<file path="src/pmcr_pkg.sv">
// Package of offsets, fields, reset values and timing for the power control registers
package pmcr_pkg;
	localparam logic [7:0] PMCR_IO_OFFSET = 8'h20;
	localparam logic [7:0] PMCR_IO_LIMIT = 8'h3f;
	localparam logic [7:0] PMCR_SLEEP_MODE_CONTROL_ADDR = 8'h53;
	localparam logic [7:0] PMCR_CPU_CONTROL_ADDR = 8'h55;
	localparam logic [7:0] PMCR_PERIPHERAL_CLOCK_GATE_ADDR = 8'h64;
	localparam logic [7:0] PMCR_SLEEP_MODE_CONTROL_RESET = 8'h00;
	localparam logic [7:0] PMCR_CPU_CONTROL_RESET = 8'h00;
	localparam logic [7:0] PMCR_PERIPHERAL_CLOCK_GATE_RESET = 8'h00;
	localparam logic [7:0] PMCR_SLEEP_MODE_CONTROL_MASK = 8'h0f;
	localparam logic [7:0] PMCR_CPU_CONTROL_MASK = 8'hf3;
	localparam int PMCR_SLEEP_ARM_BIT = 0;
	localparam int PMCR_SLEEP_MODE_LO_BIT = 1;
	localparam int PMCR_SLEEP_MODE_HI_BIT = 3;
	localparam int PMCR_SCAN_PORT_OFF_BIT = 7;
	localparam int PMCR_BROWNOUT_SLEEP_OFF_BIT = 6;
	localparam int PMCR_BROWNOUT_SLEEP_UNLOCK_BIT = 5;
	localparam int PMCR_PULLUP_GLOBAL_OFF_BIT = 4;
	localparam int PMCR_VECTOR_BASE_SELECT_BIT = 1;
	localparam int PMCR_VECTOR_CHANGE_UNLOCK_BIT = 0;
	localparam int PMCR_GATE_TWO_WIRE_BIT = 7;
	localparam int PMCR_GATE_TIMER_TWO_BIT = 6;
	localparam int PMCR_GATE_TIMER_ZERO_BIT = 5;
	localparam int PMCR_GATE_SERIAL_ONE_BIT = 4;
	localparam int PMCR_GATE_TIMER_ONE_BIT = 3;
	localparam int PMCR_GATE_SPI_PORT_BIT = 2;
	localparam int PMCR_GATE_SERIAL_ZERO_BIT = 1;
	localparam int PMCR_GATE_CONVERTER_BIT = 0;
	localparam logic [2:0] PMCR_TIMED_WINDOW_CYCLES = 3'h4;
	localparam logic [2:0] PMCR_BROWNOUT_DELAY_CYCLES = 3'h3;
	localparam logic [2:0] PMCR_BROWNOUT_ACTIVE_CYCLES = 3'h3;
	localparam logic [2:0] PMCR_STANDBY_WAKE_CYCLES = 3'h6;
	typedef enum logic [2:0]
	{
		PMCR_MODE_IDLE = 3'h0,
		PMCR_MODE_NOISE_REDUCTION = 3'h1,
		PMCR_MODE_POWER_DOWN = 3'h2,
		PMCR_MODE_POWER_SAVE = 3'h3,
		PMCR_MODE_STANDBY = 3'h6,
		PMCR_MODE_EXT_STANDBY = 3'h7
	} pmcr_sleep_mode_t;
endpackage

</file>
<file path="src/pmcr_power_control.sv">
// Power management and system control register block
// Behaviour
// RULE1: Registers decode at data address and at address minus 0x20 below 0x40.
// RULE2: Sleep mode field bits 3:1 chooses idle, noise, down, save, standby modes.
// RULE3: Sleep instruction causes sleep only while sleep arm bit is one.
// RULE4: Software sets sleep arm just before sleeping and clears it after waking.
// RULE5: Scan port off bit zero enables scan port if fuse programmed; one disables.
// RULE6: Scan port off changes only on two equal writes within four cycles.
// RULE7: Software leaves scan port off alone while on-chip debug runs.
// RULE8: Brownout sleep off sets only by unlock write then set write within four.
// RULE9: Brownout sleep off active three cycles after set, clears three later.
// RULE10: Global pull-up off forces every port pull-up off.
// RULE11: Vector base select chooses flash start or boot section start.
// RULE12: Vector base select changes only after unlock write, within four cycles.
// RULE13: Vector unlock clears after four cycles or when select is written.
// RULE14: Interrupts masked from unlock until after next instruction, or four cycles.
// RULE15: Section lock bits block interrupts while running the other section.
// RULE16: Clock gate bits stop the clock of their peripherals.
// RULE17: Timer two gate acts only when timer two runs synchronously.
// RULE18: Ungated timers resume from saved state; others need software reinit.
// RULE19: Converter gated blocks comparator use of converter multiplexer.
// RULE20: Software avoids gating the SPI port while single-wire debug runs.
// RULE21: Gated peripheral state frozen and its registers inaccessible.
// RULE22: Wake from standby modes completes six cycles after wake condition.
// RULE23: Unused sleep and cpu control bits read zero and ignore writes.
`timescale 1ns/1ps
`default_nettype none
module pmcr_power_control
	import pmcr_pkg::*;
#(
	parameter int GATE_COUNT = 8
)
(
	// Clock and reset
	input wire logic clk_i,
	input wire logic reset_n_i,
	// CPU register access
	input wire logic [7:0] addr_i,
	input wire logic io_space_i,
	input wire logic wr_i,
	input wire logic rd_i,
	input wire logic [7:0] wdata_i,
	output logic [7:0] rdata_o,
	output logic hit_o,
	// Sleep control
	input wire logic sleep_instr_i,
	input wire logic wake_i,
	output logic sleep_o,
	output logic [2:0] sleep_mode_o,
	output logic wake_ready_o,
	output logic brownout_off_o,
	// Fuses and locks
	input wire logic scan_port_fuse_i,
	input wire logic app_lock_bit_i,
	input wire logic boot_lock_bit_i,
	input wire logic exec_in_boot_i,
	input wire logic timer_two_async_select_i,
	// System controls
	output logic scan_port_enable_o,
	output logic pullup_global_off_o,
	output logic vector_base_select_o,
	output logic irq_block_o,
	output logic [GATE_COUNT-1:0] gate_clock_o,
	output logic [GATE_COUNT-1:0] periph_access_ok_o,
	output logic comparator_mux_allow_o
);
	logic [3:0] sleep_mode_control_reg, sleep_mode_control_next;
	logic scan_off_reg, scan_off_next;
	logic scan_pend_reg, scan_pend_next;
	logic scan_val_reg, scan_val_next;
	logic [2:0] scan_cnt_reg, scan_cnt_next;
	logic brownout_sleep_off_reg, brownout_sleep_off_next;
	logic brownout_sleep_unlock_reg, brownout_sleep_unlock_next;
	logic [2:0] brownout_sleep_unlock_cnt_reg, brownout_sleep_unlock_cnt_next;
	logic [2:0] brownout_sleep_off_cnt_reg, brownout_sleep_off_cnt_next;
	logic pud_reg, pud_next;
	logic vector_base_select_reg, vector_base_select_next;
	logic vector_change_unlock_reg, vector_change_unlock_next;
	logic [2:0] vector_change_unlock_cnt_reg, vector_change_unlock_cnt_next;
	logic ivmask_tail_reg, ivmask_tail_next;
	logic [7:0] gate_reg, gate_next;
	logic sleep_reg, sleep_next;
	logic [2:0] wake_cnt_reg, wake_cnt_next;
	logic bod_off_reg, bod_off_next;
	logic [7:0] rdata_reg, rdata_next;
	logic sel_sleep_mode_control, sel_cpu_control, sel_gate;
	logic wr_sleep_mode_control, wr_cpu_control, wr_gate;
	logic brownout_sleep_off_active;

	// Match either the data address or the short I/O alias
	function automatic logic addr_match(input logic [7:0] a, input logic io, input logic [7:0] reg_addr);
		logic [7:0] io_addr;
		io_addr = reg_addr - PMCR_IO_OFFSET;
		if (io)
		begin
			addr_match = (reg_addr <= PMCR_IO_LIMIT + PMCR_IO_OFFSET) && (a == io_addr); // RULE1
		end
		else
		begin
			addr_match = (a == reg_addr); // RULE1
		end
	endfunction

	always_comb
	begin
		sel_sleep_mode_control = addr_match(addr_i, io_space_i, PMCR_SLEEP_MODE_CONTROL_ADDR);
		sel_cpu_control = addr_match(addr_i, io_space_i, PMCR_CPU_CONTROL_ADDR);
		sel_gate = addr_match(addr_i, io_space_i, PMCR_PERIPHERAL_CLOCK_GATE_ADDR);
		wr_sleep_mode_control = wr_i && sel_sleep_mode_control;
		wr_cpu_control = wr_i && sel_cpu_control;
		wr_gate = wr_i && sel_gate;
		brownout_sleep_off_active = brownout_sleep_off_reg && (brownout_sleep_off_cnt_reg >= PMCR_BROWNOUT_DELAY_CYCLES); // RULE9
	end

	// Register next values
	always_comb
	begin
		sleep_mode_control_next = sleep_mode_control_reg;
		scan_off_next = scan_off_reg;
		scan_pend_next = scan_pend_reg;
		scan_val_next = scan_val_reg;
		scan_cnt_next = scan_cnt_reg;
		brownout_sleep_off_next = brownout_sleep_off_reg;
		brownout_sleep_unlock_next = brownout_sleep_unlock_reg;
		brownout_sleep_unlock_cnt_next = brownout_sleep_unlock_cnt_reg;
		brownout_sleep_off_cnt_next = brownout_sleep_off_cnt_reg;
		pud_next = pud_reg;
		vector_base_select_next = vector_base_select_reg;
		vector_change_unlock_next = vector_change_unlock_reg;
		vector_change_unlock_cnt_next = vector_change_unlock_cnt_reg;
		ivmask_tail_next = 1'b0;
		gate_next = gate_reg;
		if (wr_sleep_mode_control)
		begin
			sleep_mode_control_next = wdata_i[3:0] & PMCR_SLEEP_MODE_CONTROL_MASK[3:0]; // RULE23
		end
		if (wr_gate)
		begin
			gate_next = wdata_i; // RULE16
		end
		// Scan port off timed sequence
		if (scan_pend_reg)
		begin
			scan_cnt_next = scan_cnt_reg + 3'h1;
			if (scan_cnt_reg + 3'h1 >= PMCR_TIMED_WINDOW_CYCLES)
			begin
				scan_pend_next = 1'b0;
			end
		end
		if (wr_cpu_control)
		begin
			if (scan_pend_reg && (wdata_i[PMCR_SCAN_PORT_OFF_BIT] == scan_val_reg))
			begin
				scan_off_next = scan_val_reg; // RULE6
				scan_pend_next = 1'b0;
			end
			else
			begin
				scan_pend_next = 1'b1; // RULE6
				scan_val_next = wdata_i[PMCR_SCAN_PORT_OFF_BIT];
				scan_cnt_next = 3'h0;
			end
			pud_next = wdata_i[PMCR_PULLUP_GLOBAL_OFF_BIT];
		end
		// Brownout sleep off unlock and timing
		if (brownout_sleep_unlock_reg)
		begin
			brownout_sleep_unlock_cnt_next = brownout_sleep_unlock_cnt_reg + 3'h1;
			if (brownout_sleep_unlock_cnt_reg + 3'h1 >= PMCR_TIMED_WINDOW_CYCLES)
			begin
				brownout_sleep_unlock_next = 1'b0;
			end
		end
		if (brownout_sleep_off_reg)
		begin
			brownout_sleep_off_cnt_next = brownout_sleep_off_cnt_reg + 3'h1;
			if (brownout_sleep_off_cnt_reg + 3'h1 >= PMCR_BROWNOUT_DELAY_CYCLES + PMCR_BROWNOUT_ACTIVE_CYCLES)
			begin
				brownout_sleep_off_next = 1'b0; // RULE9
			end
		end
		if (wr_cpu_control && wdata_i[PMCR_BROWNOUT_SLEEP_OFF_BIT])
		begin
			if (wdata_i[PMCR_BROWNOUT_SLEEP_UNLOCK_BIT])
			begin
				brownout_sleep_unlock_next = 1'b1; // RULE8
				brownout_sleep_unlock_cnt_next = 3'h0;
			end
			else if (brownout_sleep_unlock_reg && !brownout_sleep_off_reg)
			begin
				brownout_sleep_off_next = 1'b1; // RULE8
				brownout_sleep_off_cnt_next = 3'h0;
				brownout_sleep_unlock_next = 1'b0;
			end
		end
		// Vector base timed change
		if (vector_change_unlock_reg)
		begin
			vector_change_unlock_cnt_next = vector_change_unlock_cnt_reg + 3'h1;
			if (vector_change_unlock_cnt_reg + 3'h1 >= PMCR_TIMED_WINDOW_CYCLES)
			begin
				vector_change_unlock_next = 1'b0; // RULE13
			end
		end
		if (wr_cpu_control)
		begin
			if (wdata_i[PMCR_VECTOR_CHANGE_UNLOCK_BIT])
			begin
				vector_change_unlock_next = 1'b1; // RULE12
				vector_change_unlock_cnt_next = 3'h0;
			end
			else if (vector_change_unlock_reg)
			begin
				vector_base_select_next = wdata_i[PMCR_VECTOR_BASE_SELECT_BIT]; // RULE12
				vector_change_unlock_next = 1'b0; // RULE13
				ivmask_tail_next = 1'b1; // RULE14
			end
		end
	end

	// Sleep entry and standby wake timing
	// Brownout off sampled at sleep entry, held until wake
	always_comb
	begin
		sleep_next = sleep_reg;
		wake_cnt_next = wake_cnt_reg;
		bod_off_next = bod_off_reg;
		if (!sleep_reg && sleep_instr_i && sleep_mode_control_reg[PMCR_SLEEP_ARM_BIT])
		begin
			sleep_next = 1'b1; // RULE3
			bod_off_next = brownout_sleep_off_active; // RULE9
			wake_cnt_next = 3'h0;
		end
		else if (sleep_reg && (wake_i || wake_cnt_reg != 3'h0))
		begin
			if (sleep_mode_control_reg[PMCR_SLEEP_MODE_HI_BIT:PMCR_SLEEP_MODE_LO_BIT] == PMCR_MODE_STANDBY ||
				sleep_mode_control_reg[PMCR_SLEEP_MODE_HI_BIT:PMCR_SLEEP_MODE_LO_BIT] == PMCR_MODE_EXT_STANDBY)
			begin
				wake_cnt_next = wake_cnt_reg + 3'h1;
				if (wake_cnt_reg + 3'h1 >= PMCR_STANDBY_WAKE_CYCLES)
				begin
					sleep_next = 1'b0; // RULE22
					bod_off_next = 1'b0;
					wake_cnt_next = 3'h0;
				end
			end
			else
			begin
				sleep_next = 1'b0;
				bod_off_next = 1'b0;
			end
		end
	end

	// Read data
	always_comb
	begin
		rdata_next = 8'h00;
		if (rd_i && sel_sleep_mode_control)
		begin
			rdata_next = {4'h0, sleep_mode_control_reg}; // RULE23
		end
		else if (rd_i && sel_cpu_control)
		begin
			rdata_next = {scan_off_reg, brownout_sleep_off_reg, brownout_sleep_unlock_reg, pud_reg, 2'h0, vector_base_select_reg, vector_change_unlock_reg}; // RULE23
		end
		else if (rd_i && sel_gate)
		begin
			rdata_next = gate_reg;
		end
	end

	always_ff @(posedge clk_i or negedge reset_n_i)
	begin
		if (!reset_n_i)
		begin
			sleep_mode_control_reg <= PMCR_SLEEP_MODE_CONTROL_RESET[3:0];
			scan_off_reg <= PMCR_CPU_CONTROL_RESET[PMCR_SCAN_PORT_OFF_BIT];
			scan_pend_reg <= 1'b0;
			scan_val_reg <= 1'b0;
			scan_cnt_reg <= 3'h0;
			brownout_sleep_off_reg <= PMCR_CPU_CONTROL_RESET[PMCR_BROWNOUT_SLEEP_OFF_BIT];
			brownout_sleep_unlock_reg <= PMCR_CPU_CONTROL_RESET[PMCR_BROWNOUT_SLEEP_UNLOCK_BIT];
			brownout_sleep_unlock_cnt_reg <= 3'h0;
			brownout_sleep_off_cnt_reg <= 3'h0;
			pud_reg <= PMCR_CPU_CONTROL_RESET[PMCR_PULLUP_GLOBAL_OFF_BIT];
			vector_base_select_reg <= PMCR_CPU_CONTROL_RESET[PMCR_VECTOR_BASE_SELECT_BIT];
			vector_change_unlock_reg <= PMCR_CPU_CONTROL_RESET[PMCR_VECTOR_CHANGE_UNLOCK_BIT];
			vector_change_unlock_cnt_reg <= 3'h0;
			ivmask_tail_reg <= 1'b0;
			gate_reg <= PMCR_PERIPHERAL_CLOCK_GATE_RESET;
			sleep_reg <= 1'b0;
			wake_cnt_reg <= 3'h0;
			bod_off_reg <= 1'b0;
			rdata_reg <= 8'h00;
		end
		else
		begin
			sleep_mode_control_reg <= sleep_mode_control_next;
			scan_off_reg <= scan_off_next;
			scan_pend_reg <= scan_pend_next;
			scan_val_reg <= scan_val_next;
			scan_cnt_reg <= scan_cnt_next;
			brownout_sleep_off_reg <= brownout_sleep_off_next;
			brownout_sleep_unlock_reg <= brownout_sleep_unlock_next;
			brownout_sleep_unlock_cnt_reg <= brownout_sleep_unlock_cnt_next;
			brownout_sleep_off_cnt_reg <= brownout_sleep_off_cnt_next;
			pud_reg <= pud_next;
			vector_base_select_reg <= vector_base_select_next;
			vector_change_unlock_reg <= vector_change_unlock_next;
			vector_change_unlock_cnt_reg <= vector_change_unlock_cnt_next;
			ivmask_tail_reg <= ivmask_tail_next;
			gate_reg <= gate_next;
			sleep_reg <= sleep_next;
			wake_cnt_reg <= wake_cnt_next;
			bod_off_reg <= bod_off_next;
			rdata_reg <= rdata_next;
		end
	end

	// Outputs
	always_comb
	begin
		rdata_o = rdata_reg;
		hit_o = sel_sleep_mode_control || sel_cpu_control || sel_gate;
		sleep_o = sleep_reg; // RULE3
		sleep_mode_o = sleep_mode_control_reg[PMCR_SLEEP_MODE_HI_BIT:PMCR_SLEEP_MODE_LO_BIT]; // RULE2
		wake_ready_o = !sleep_reg;
		brownout_off_o = bod_off_reg; // RULE9
		scan_port_enable_o = scan_port_fuse_i && !scan_off_reg; // RULE5
		pullup_global_off_o = pud_reg; // RULE10
		vector_base_select_o = vector_base_select_reg; // RULE11
		irq_block_o = vector_change_unlock_reg || ivmask_tail_reg || // RULE14
			(vector_base_select_reg && app_lock_bit_i && !exec_in_boot_i) || // RULE15
			(!vector_base_select_reg && boot_lock_bit_i && exec_in_boot_i); // RULE15
		gate_clock_o = gate_reg[GATE_COUNT-1:0]; // RULE16 RULE18
		gate_clock_o[PMCR_GATE_TIMER_TWO_BIT] = gate_reg[PMCR_GATE_TIMER_TWO_BIT] && !timer_two_async_select_i; // RULE17
		periph_access_ok_o = ~gate_clock_o; // RULE21
		comparator_mux_allow_o = !gate_reg[PMCR_GATE_CONVERTER_BIT]; // RULE19
	end
endmodule
`default_nettype wire

</file>
<file path="config.mk">
export PLATFORM = sky130hd
export DESIGN_NAME = pmcr_power_control
export DESIGN_NICKNAME = d
export VERILOG_FILES = /design/src/pmcr_pkg.sv /design/src/pmcr_power_control.sv
export SDC_FILE = /design/constraint.sdc
export NUM_CORES = 1
export LEC_CHECK = 0
export BUFFER_PORTS_ARGS = -buffer_cell sky130_fd_sc_hd__buf_4
export CAP_MARGIN = 30
export CORE_ASPECT_RATIO = 0.5
export CORE_MARGIN = 2
export CORE_UTILIZATION = 50
export CTS_CLUSTER_SIZE = 25
export DETAILED_ROUTE_END_ITERATION = 10
export PLACE_DENSITY = 0.76
export SLEW_MARGIN = 20
export SYNTH_ARGS = -nofsm -noshare
export SYNTH_HDL_FRONTEND = slang
export SYNTH_SLANG_ARGS = --single-unit
</file>
<file path="constraint.sdc">
create_clock -name clk_i -period 3 [get_ports clk_i]
set_clock_uncertainty 0.1 [all_clocks]
set_input_delay 0.45 -clock clk_i [delete_from_list [all_inputs] [get_ports clk_i]]
set_output_delay 0.45 -clock clk_i [all_outputs]
set_load 0.01 [all_outputs]
</file>
; After elaboration in Yosys (flattened, before gate mapping)
; Cells that the tools add are included.
[word_totals]
register_bits = 46
input_bits = 28
out_inout_bits = 36
elab_cells = 133
[op_classes]
n_addsub = 5
n_eq_ne = 9
order_cmp = 6
bitwise_logic = 3
mux = 50
n_reduce_logical = 41
[ops]
columns = cell, n
row1 = 3-bit two-way mux, 17
row2 = 1-bit two-way mux, 30
row3 = 8-bit by 7-bit equality test with 1-bit output (second input constant), 3
row4 = 8-bit two-way mux, 3
row5 = 1-bit logical AND, 19
row6 = 8-bit by 6-bit equality test with 1-bit output (second input constant), 2
row7 = 3-bit by 1-bit adder with 3-bit output (second input constant), 5
row8 = 3-bit >= comparator (second input constant), 5
row9 = 8-bit inverter, 1
row10 = 2-bit AND reduction, 4
row11 = 1-bit zero test, 7
row12 = 1-bit logical OR, 7
row13 = 3-bit equality test (second input constant), 2
row14 = 2-bit nonzero test, 2
row15 = 3-bit by 2-bit >= comparator with 1-bit output (second input constant), 1
row16 = 3-bit by 2-bit != test with 1-bit output (second input constant), 1
row17 = 3-bit AND reduction, 1
row18 = 3-bit nonzero test, 1
row19 = 1-bit inverter, 2
row20 = 1-bit equality test, 1

; Longest topological paths before layout
; Gate-level depths: netlist of run 1.
[depth]
depth_word = 7
ltp_mapped = 6
depth_no_buf = 6

; Worst setup path after synthesis of run 1
; Ideal clock, no wire load.
[synth_path]
path_kind = input -> output
start = in io_space_i
end = out hit_o
required_ns = 2.450
n_path_buf = 0
slack_ns = 1.063
cell_stages = 4
arrival_ns = 1.387
cell_sequence = or3b_4 a21oi_4 o21bai_1 a21oi_1
[synth_between]
elab_chain_cells = 3
elab_cells_between_ends = 5
cone_classes = mux (3) / reduce/logical (2)
[synth_rtl]
columns = element, line
row1 = start: declaration, pmcr_power_control.sv:39  ; input wire logic io_space_i,
row2 = 1-bit two-way mux, pmcr_power_control.sv:94  ; if (io)
row3 = 1-bit logical OR, pmcr_power_control.sv:325  ; hit_o = sel_sleep_mode_control || sel_cpu_control || sel_gate;
row4 = 1-bit logical OR *, pmcr_power_control.sv:325
row5 = end: declaration, pmcr_power_control.sv:44  ; output logic hit_o,
; Mark *: on every way between the ends. The rest lies on a longest branch, timed or not.

; Worst setup path after layout of run 1
; Same ends and word-level chain as after synthesis.

==> flow_summary.toml, run 1 <==
[floorplan]
die-height_um = 53.7
die-area_mm2 = 0.00555
num_rows = 18
start_util_pct = 51.0
ios = 64
core_mm2 = 0.00484
fp.dieW_um = 103

[synthesis]
syn_area_per_cell_um2 = 11.2
syn_area_mm2 = 0.00247
syn_nets = 257
ys_types = 49
async_reset_ff_share_pct = 100
yosysWarningCount = 0
synth-edff-count = 0
synthFlopType = "dfrtp_1"
yosysSeqAreaShare_pct = 46.6
ys_seq_elements = 46
synthCells = 220

[sta]
setup_viol = 0
hold_viol = 0
relSlewSlack_pct = 62.1
fin_ws_ps = 856
finalSetupTns_ps = 0
hold_ws_ps = 48.0
maxSlewViolCount = 0
max_freq_ghz = 0.466
rsz0062_at_grt = "false"
worstMarginPinSlew_ps = 568
timing.final.crit_share_pct = 71.5
fin_crit_ps = 2140

[clock_network]
clk_pin_slew_ps = 80
numCtsBuffers = 5
cts-root-buf = "clkbuf_8"
cts_buffer_depth = 2
postCtsSetupBuffers = 0
clk-insertion-delay-late_ps = 290
cts.sinks = 46
cts_tree = "done"
htree_levels = 2
hold_buffers = 0
post_cts_resized = 0

[routing]
wl_per_cell_um = 13.7
vias_per_cell = 5.10
first_pass_iters = 4
drt_iter0_markers = 57
totalWireLength_um = 4740
postRouteAntennaNets = 0
drc = 0
dr_total_vias = 1761

[run_status]
outcome = "complete, no violations"

[critical_path]
worst-endpoint-arrival_ps = 1590
reg2reg_to = "wake_cnt_reg[0]$_DFFE_PN0P_"
worstPathMaxFanout = 5
cp-end-kind = "output port"
crit_path_start_kind = "input pin"
path_class = "in -> out"
r2r_cells = 6
crit_required_ps = 2450
reg2reg_from = "wake_cnt_reg[0]$_DFFE_PN0P_"
r2r_slack_ps = 1310

[cells_and_area]
n_antenna_cell = 0
fillers = 397
stdcell_area_mm2 = 0.00302
area_growth_pct = 22.4
final_cells = 345
utilization_pct = 62.5
drive_above_1_share_pct = 35.3
fin_nets = 311

[placement]
place_inst = 337
postPlaceCellArea_mm2 = 0.00293
preCtsSetupSlack_ps = 854
portBuffers = 63
gp_congestion = 0.898
hpwl_um = 3690

[run]
maxCapViolations = 0

[grt]
grt_max_degree = 47
track_usage_pct = 17.7
grt_pass1_vias = 1664
grt_antenna_before_repair = 0
grt_pass1_wl_um = 7430
grt-ovfl-total = 0

[min_path]
hold_class = "in -> async"

[power]
irDropWorstVdd_mv = 0.227
power.density_mw_per_mm2 = 433
finalPower_mw = 1.31
p_leak_nw = 1.47
==> cells in the mapped netlist, types with 3 or more instances <==
master | count | area (um^2)
mux2_2 | 10 | 113
nand2_1 | 14 | 52.6
o21bai_1 | 3 | 22.5
a22o_1 | 6 | 52.6
dfrtp_1 | 46 | 1150
nand3_1 | 3 | 15.0
a211oi_1 | 3 | 22.5
buf_4 | 11 | 82.6
nand2b_1 | 7 | 43.8
o21ai_0 | 6 | 30.0
nor2b_1 | 5 | 31.3
nand3b_1 | 3 | 22.5
inv_1 | 15 | 56.3
clkbuf_1 | 5 | 18.8
nor3_1 | 3 | 15.0
mux2_4 | 4 | 60.1
a31oi_1 | 3 | 18.8
a21oi_1 | 6 | 30.0
ha_1 | 9 | 113
xnor2_1 | 8 | 70.1
nor2_1 | 11 | 41.3
o211ai_1 | 3 | 22.5
mux2i_1 | 3 | 30.0
==> worst max-delay path by stage <==
stage             to  slack (ps)        from  cells after the start
3_3_place_gp   hit_o         860  io_space_i                      6
6_report       hit_o         860  io_space_i                      6
2_1_floorplan  hit_o        1060  io_space_i                      4
5_1_grt        hit_o         810  io_space_i                      6
3_5_place_dp   hit_o         850  io_space_i                      6
4_1_cts        hit_o         850  io_space_i                      6
==> cells in the final DEF (no fill, tap or decap), types with 2 or more instances in the layout <==
cell,instances
buf_4,64
dfrtp_1,46
inv_1,15
nand2_1,14
nor2_1,11
mux2_2,10
ha_1,9
xnor2_1,8
nand2b_1,7
a21oi_1,6
a22o_1,6
o21ai_0,6
clkbuf_8,6
nor2b_1,5
mux2_4,4
mux2i_1,3
o211ai_1,3
nand3b_1,3
nor3_1,3
o21bai_1,3
a211oi_1,3
a31oi_1,3
nand3_1,3
nor3b_2,2
o22ai_1,2
a2111oi_4,2
and2_1,2
a221o_1,2
xor2_1,2
a21o_1,2
==> worst max-delay path, cell delays in order <==
cell      delay (ps)
buf_4            130
or3b_4           440
a21oi_4          210
o21bai_1          90
a21oi_1          140
buf_4            140
==> cell families (layout without fill, tap and decap cells) <==
kind of cell	after synthesis	after routing	synth area share [%]
compound gates	43	43	14.4
xor+xnor	10	10	3.54
fa+ha+maj	9	9	4.56
buf+inv	32	87	6.58
flops	46	46	46.6
mux	18	18	8.66
simple gates	62	62	15.6
==> power breakdown <==
group	switching, mW	internal [mW]	leakage [nW]
clock	0.192	0.186	0.0482
sequential	0.0371	0.661	0.604
combinational	0.114	0.118	0.820
total	0.344	0.965	1.47
==> cell type report <==
| type | instances | area (um^2) | share of cell area, % |
|---|---|---|---|
| Multi-Input combinational cell | 142 | 1160 | 38.3 |
| Tap cell | 70 | 87.6 | 2.90 |
| Clock buffer | 7 | 86.3 | 2.85 |
| Timing Repair Buffer | 64 | 480 | 15.9 |
| Clock inverter | 1 | 5.00 | 0.165 |
| Sequential cell | 46 | 1150 | 38.1 |
| Inverter | 15 | 56.3 | 1.86 |
==> metal layers <==
metal / wire length [um] / vias up / track usage [%]
met3: 143 / 2 / 4.94
met4: 17 / 0 / 3.95
met1: 2230 / 862 / 21.9
met5: 0 / - / 0
met2: 2350 / 24 / 31.5
li1: - / 873 / -
No activity file was read; power rests on OpenSTA's default activity.
==> inputs of run 2 (changes only) <==
- clock period: 3 -> 2.2 ns (I/O delays scaled with it)
==> run 2 against run 1 <==
Clock power up 63%. Via count increased by 1.1%. Total power rose by 45%. Flip-flop and latch count unchanged. Sequential power rose by 36%. Critical path depth unchanged. Die area unchanged. First-iteration DRC count fell by 18%. Worst hold slack better by 110 ps. Combinational power rose by 40%. Critical path type unchanged.
==> flow_summary.toml, run 2 (synthesis results as in run 1) <==
[run_status]
outcome = "complete, no violations"

[min_path]
min_path_cells = 2
hp-start = "wdata_i[0]"
whs_endpoint = "ivmask_tail_reg$_DFF_PN0_"
hold_class = "in -> reg"

[critical_path]
cp-end-kind = "output port"
reg2reg_to = "wake_cnt_reg[0]$_DFFE_PN0P_"
path_buf_inv = 2
crit_family = "simple AND/OR/NAND/NOR gates"
worstPathCellList = "buf_4 -> or3b_4 -> a21oi_4 -> o21bai_1 -> a21oi_1 -> buf_4"
path_class = "in -> out"
slowest_delay_ps = 440
slowest_stage = "or3b_4"
r2r_cells = 6
reg2reg_from = "wake_cnt_reg[0]$_DFFE_PN0P_"
crit_required_ps = 1770
worst-endpoint-arrival_ps = 1470
crit_path_start_kind = "input pin"
crit_top_cell = "buf_4"
r2r_slack_ps = 470
worstPathMaxFanout = 5

[run]
maxCapViolations = 0

[placement]
preCtsSetupSlack_ps = 292
portBuffers = 63
place_inst = 338
postPlaceCellArea_mm2 = 0.00294
gp_congestion = 0.909
hpwl_um = 3770

[power]
pwr-share-seq_pct = 50.2
finalPower_mw = 1.89
p_int_mw = 1.40
swShare_pct = 25.7
p_leak_nw = 1.49
power.density_mw_per_mm2 = 619
pwr-share-clk_pct = 32.6
p_switching_mw = 0.487
comb_power_share_pct = 17.1
irDropWorstVdd_mv = 0.404

[cells_and_area]
area_growth_pct = 23.7
final_cell_mix = "buf_4 (65), dfrtp_1 (46), inv_1 (15), nand2_1 (14), nor2_1 (11)"
stdcell_area_mm2 = 0.00306
final_cells = 347
fillers = 387
n_antenna_cell = 0
drive_above_1_share_pct = 35.0
final_common_cell = "buf_4"
fin_nets = 313
utilization_pct = 63.1

[sta]
relSlewSlack_pct = 61.5
hold_ws_ps = 163
fin_ws_ps = 296
worstMarginPinSlew_ps = 577
timing.final.crit_share_pct = 86.6
maxSlewViolCount = 0
setup_viol = 0
hold_viol = 0
fin_crit_ps = 1900
finalSetupTns_ps = 0
rsz0062_at_grt = "false"
max_freq_ghz = 0.525

[routing]
postRouteAntennaNets = 0
vias_per_cell = 5.13
wl_per_cell_um = 14.3
dr_total_vias = 1780
totalWireLength_um = 4950
drc = 0
drt_iter0_markers = 47
first_pass_iters = 4

[floorplan]
num_rows = 18
ios = 64
fp.dieW_um = 103
start_util_pct = 51.0
die-area_mm2 = 0.00555
core_mm2 = 0.00484
die-height_um = 53.7

[clock_network]
cts-root-buf = "clkbuf_8"
clk_pin_slew_ps = 80
cts.sinks = 46
clk-insertion-delay-late_ps = 300
cts_tree = "done"
cts_buffer_depth = 2
post_cts_resized = 0
htree_levels = 2
postCtsSetupBuffers = 0
numCtsBuffers = 5

[grt]
grt_pass1_vias = 1722
grt_pass1_wl_um = 7750
grt_max_degree = 47
track_usage_pct = 18.8
grt_antenna_before_repair = 0
grt-ovfl-total = 0
run 2: cell types whose count changed in the layout (fill, tap and decap cells not counted):
cell	change
buf_4	+1
bufinv_16	+1
clkbuf_1	+1
clkbuf_8	-1
clkinv_2	-1
dlygate4sd3_1	+1
run 2: worst register-to-register path, delay by kind of cell, from the launching register on:
kind / cells / cell delay [ps]
adders and majority gates: 1 / 310
AOI/OAI and AO/OA: 2 / 300
buffers and inverters: 1 / 70
and+or+nand+nor: 2 / 460
DFF: 1 / 410
run 2: timing repair:
action / 4_1_cts / 5_1_grt
endpoints found under the setup margin: 0 / 0
endpoints found under the hold margin: 46 / 0
hold buffers: 1 / 0
run 2: power groups by stage:
stage,sequential (mW),combinational (mW),clock (mW)
floorplan,0.960,0.192,0
global placement,0.964,0.305,0
detailed placement,0.969,0.324,0
CTS,0.952,0.328,0.626
global route,0.959,0.366,0.671
finish,0.951,0.324,0.617
run 2: final cells by class:
class | instances | area, um^2 | area share, %
clock buffer | 7 | 76.3 | 2.50
clock inverter | 1 | 30.0 | 0.982
inverter | 15 | 56.3 | 1.84
multi-input combinational | 142 | 1160 | 37.9
sequential | 46 | 1150 | 37.7
tap | 70 | 87.6 | 2.87
timing repair buffer | 66 | 498 | 16.3
run 2: worst max path at each step:
stage                from  endpoint  cells past startpoint
3_3_place_gp   io_space_i     hit_o                      6
3_5_place_dp   io_space_i     hit_o                      6
6_report       io_space_i     hit_o                      6
4_1_cts        io_space_i     hit_o                      6
5_1_grt        io_space_i     hit_o                      6
2_1_floorplan  io_space_i     hit_o                      4
run 2: layer usage:
metal | wire (um) | global-route usage [%]
met4 | 55 | 7.02
met5 | 0 | 0
met3 | 163 | 4.55
met1 | 2240 | 22.6
met2 | 2500 | 33.4
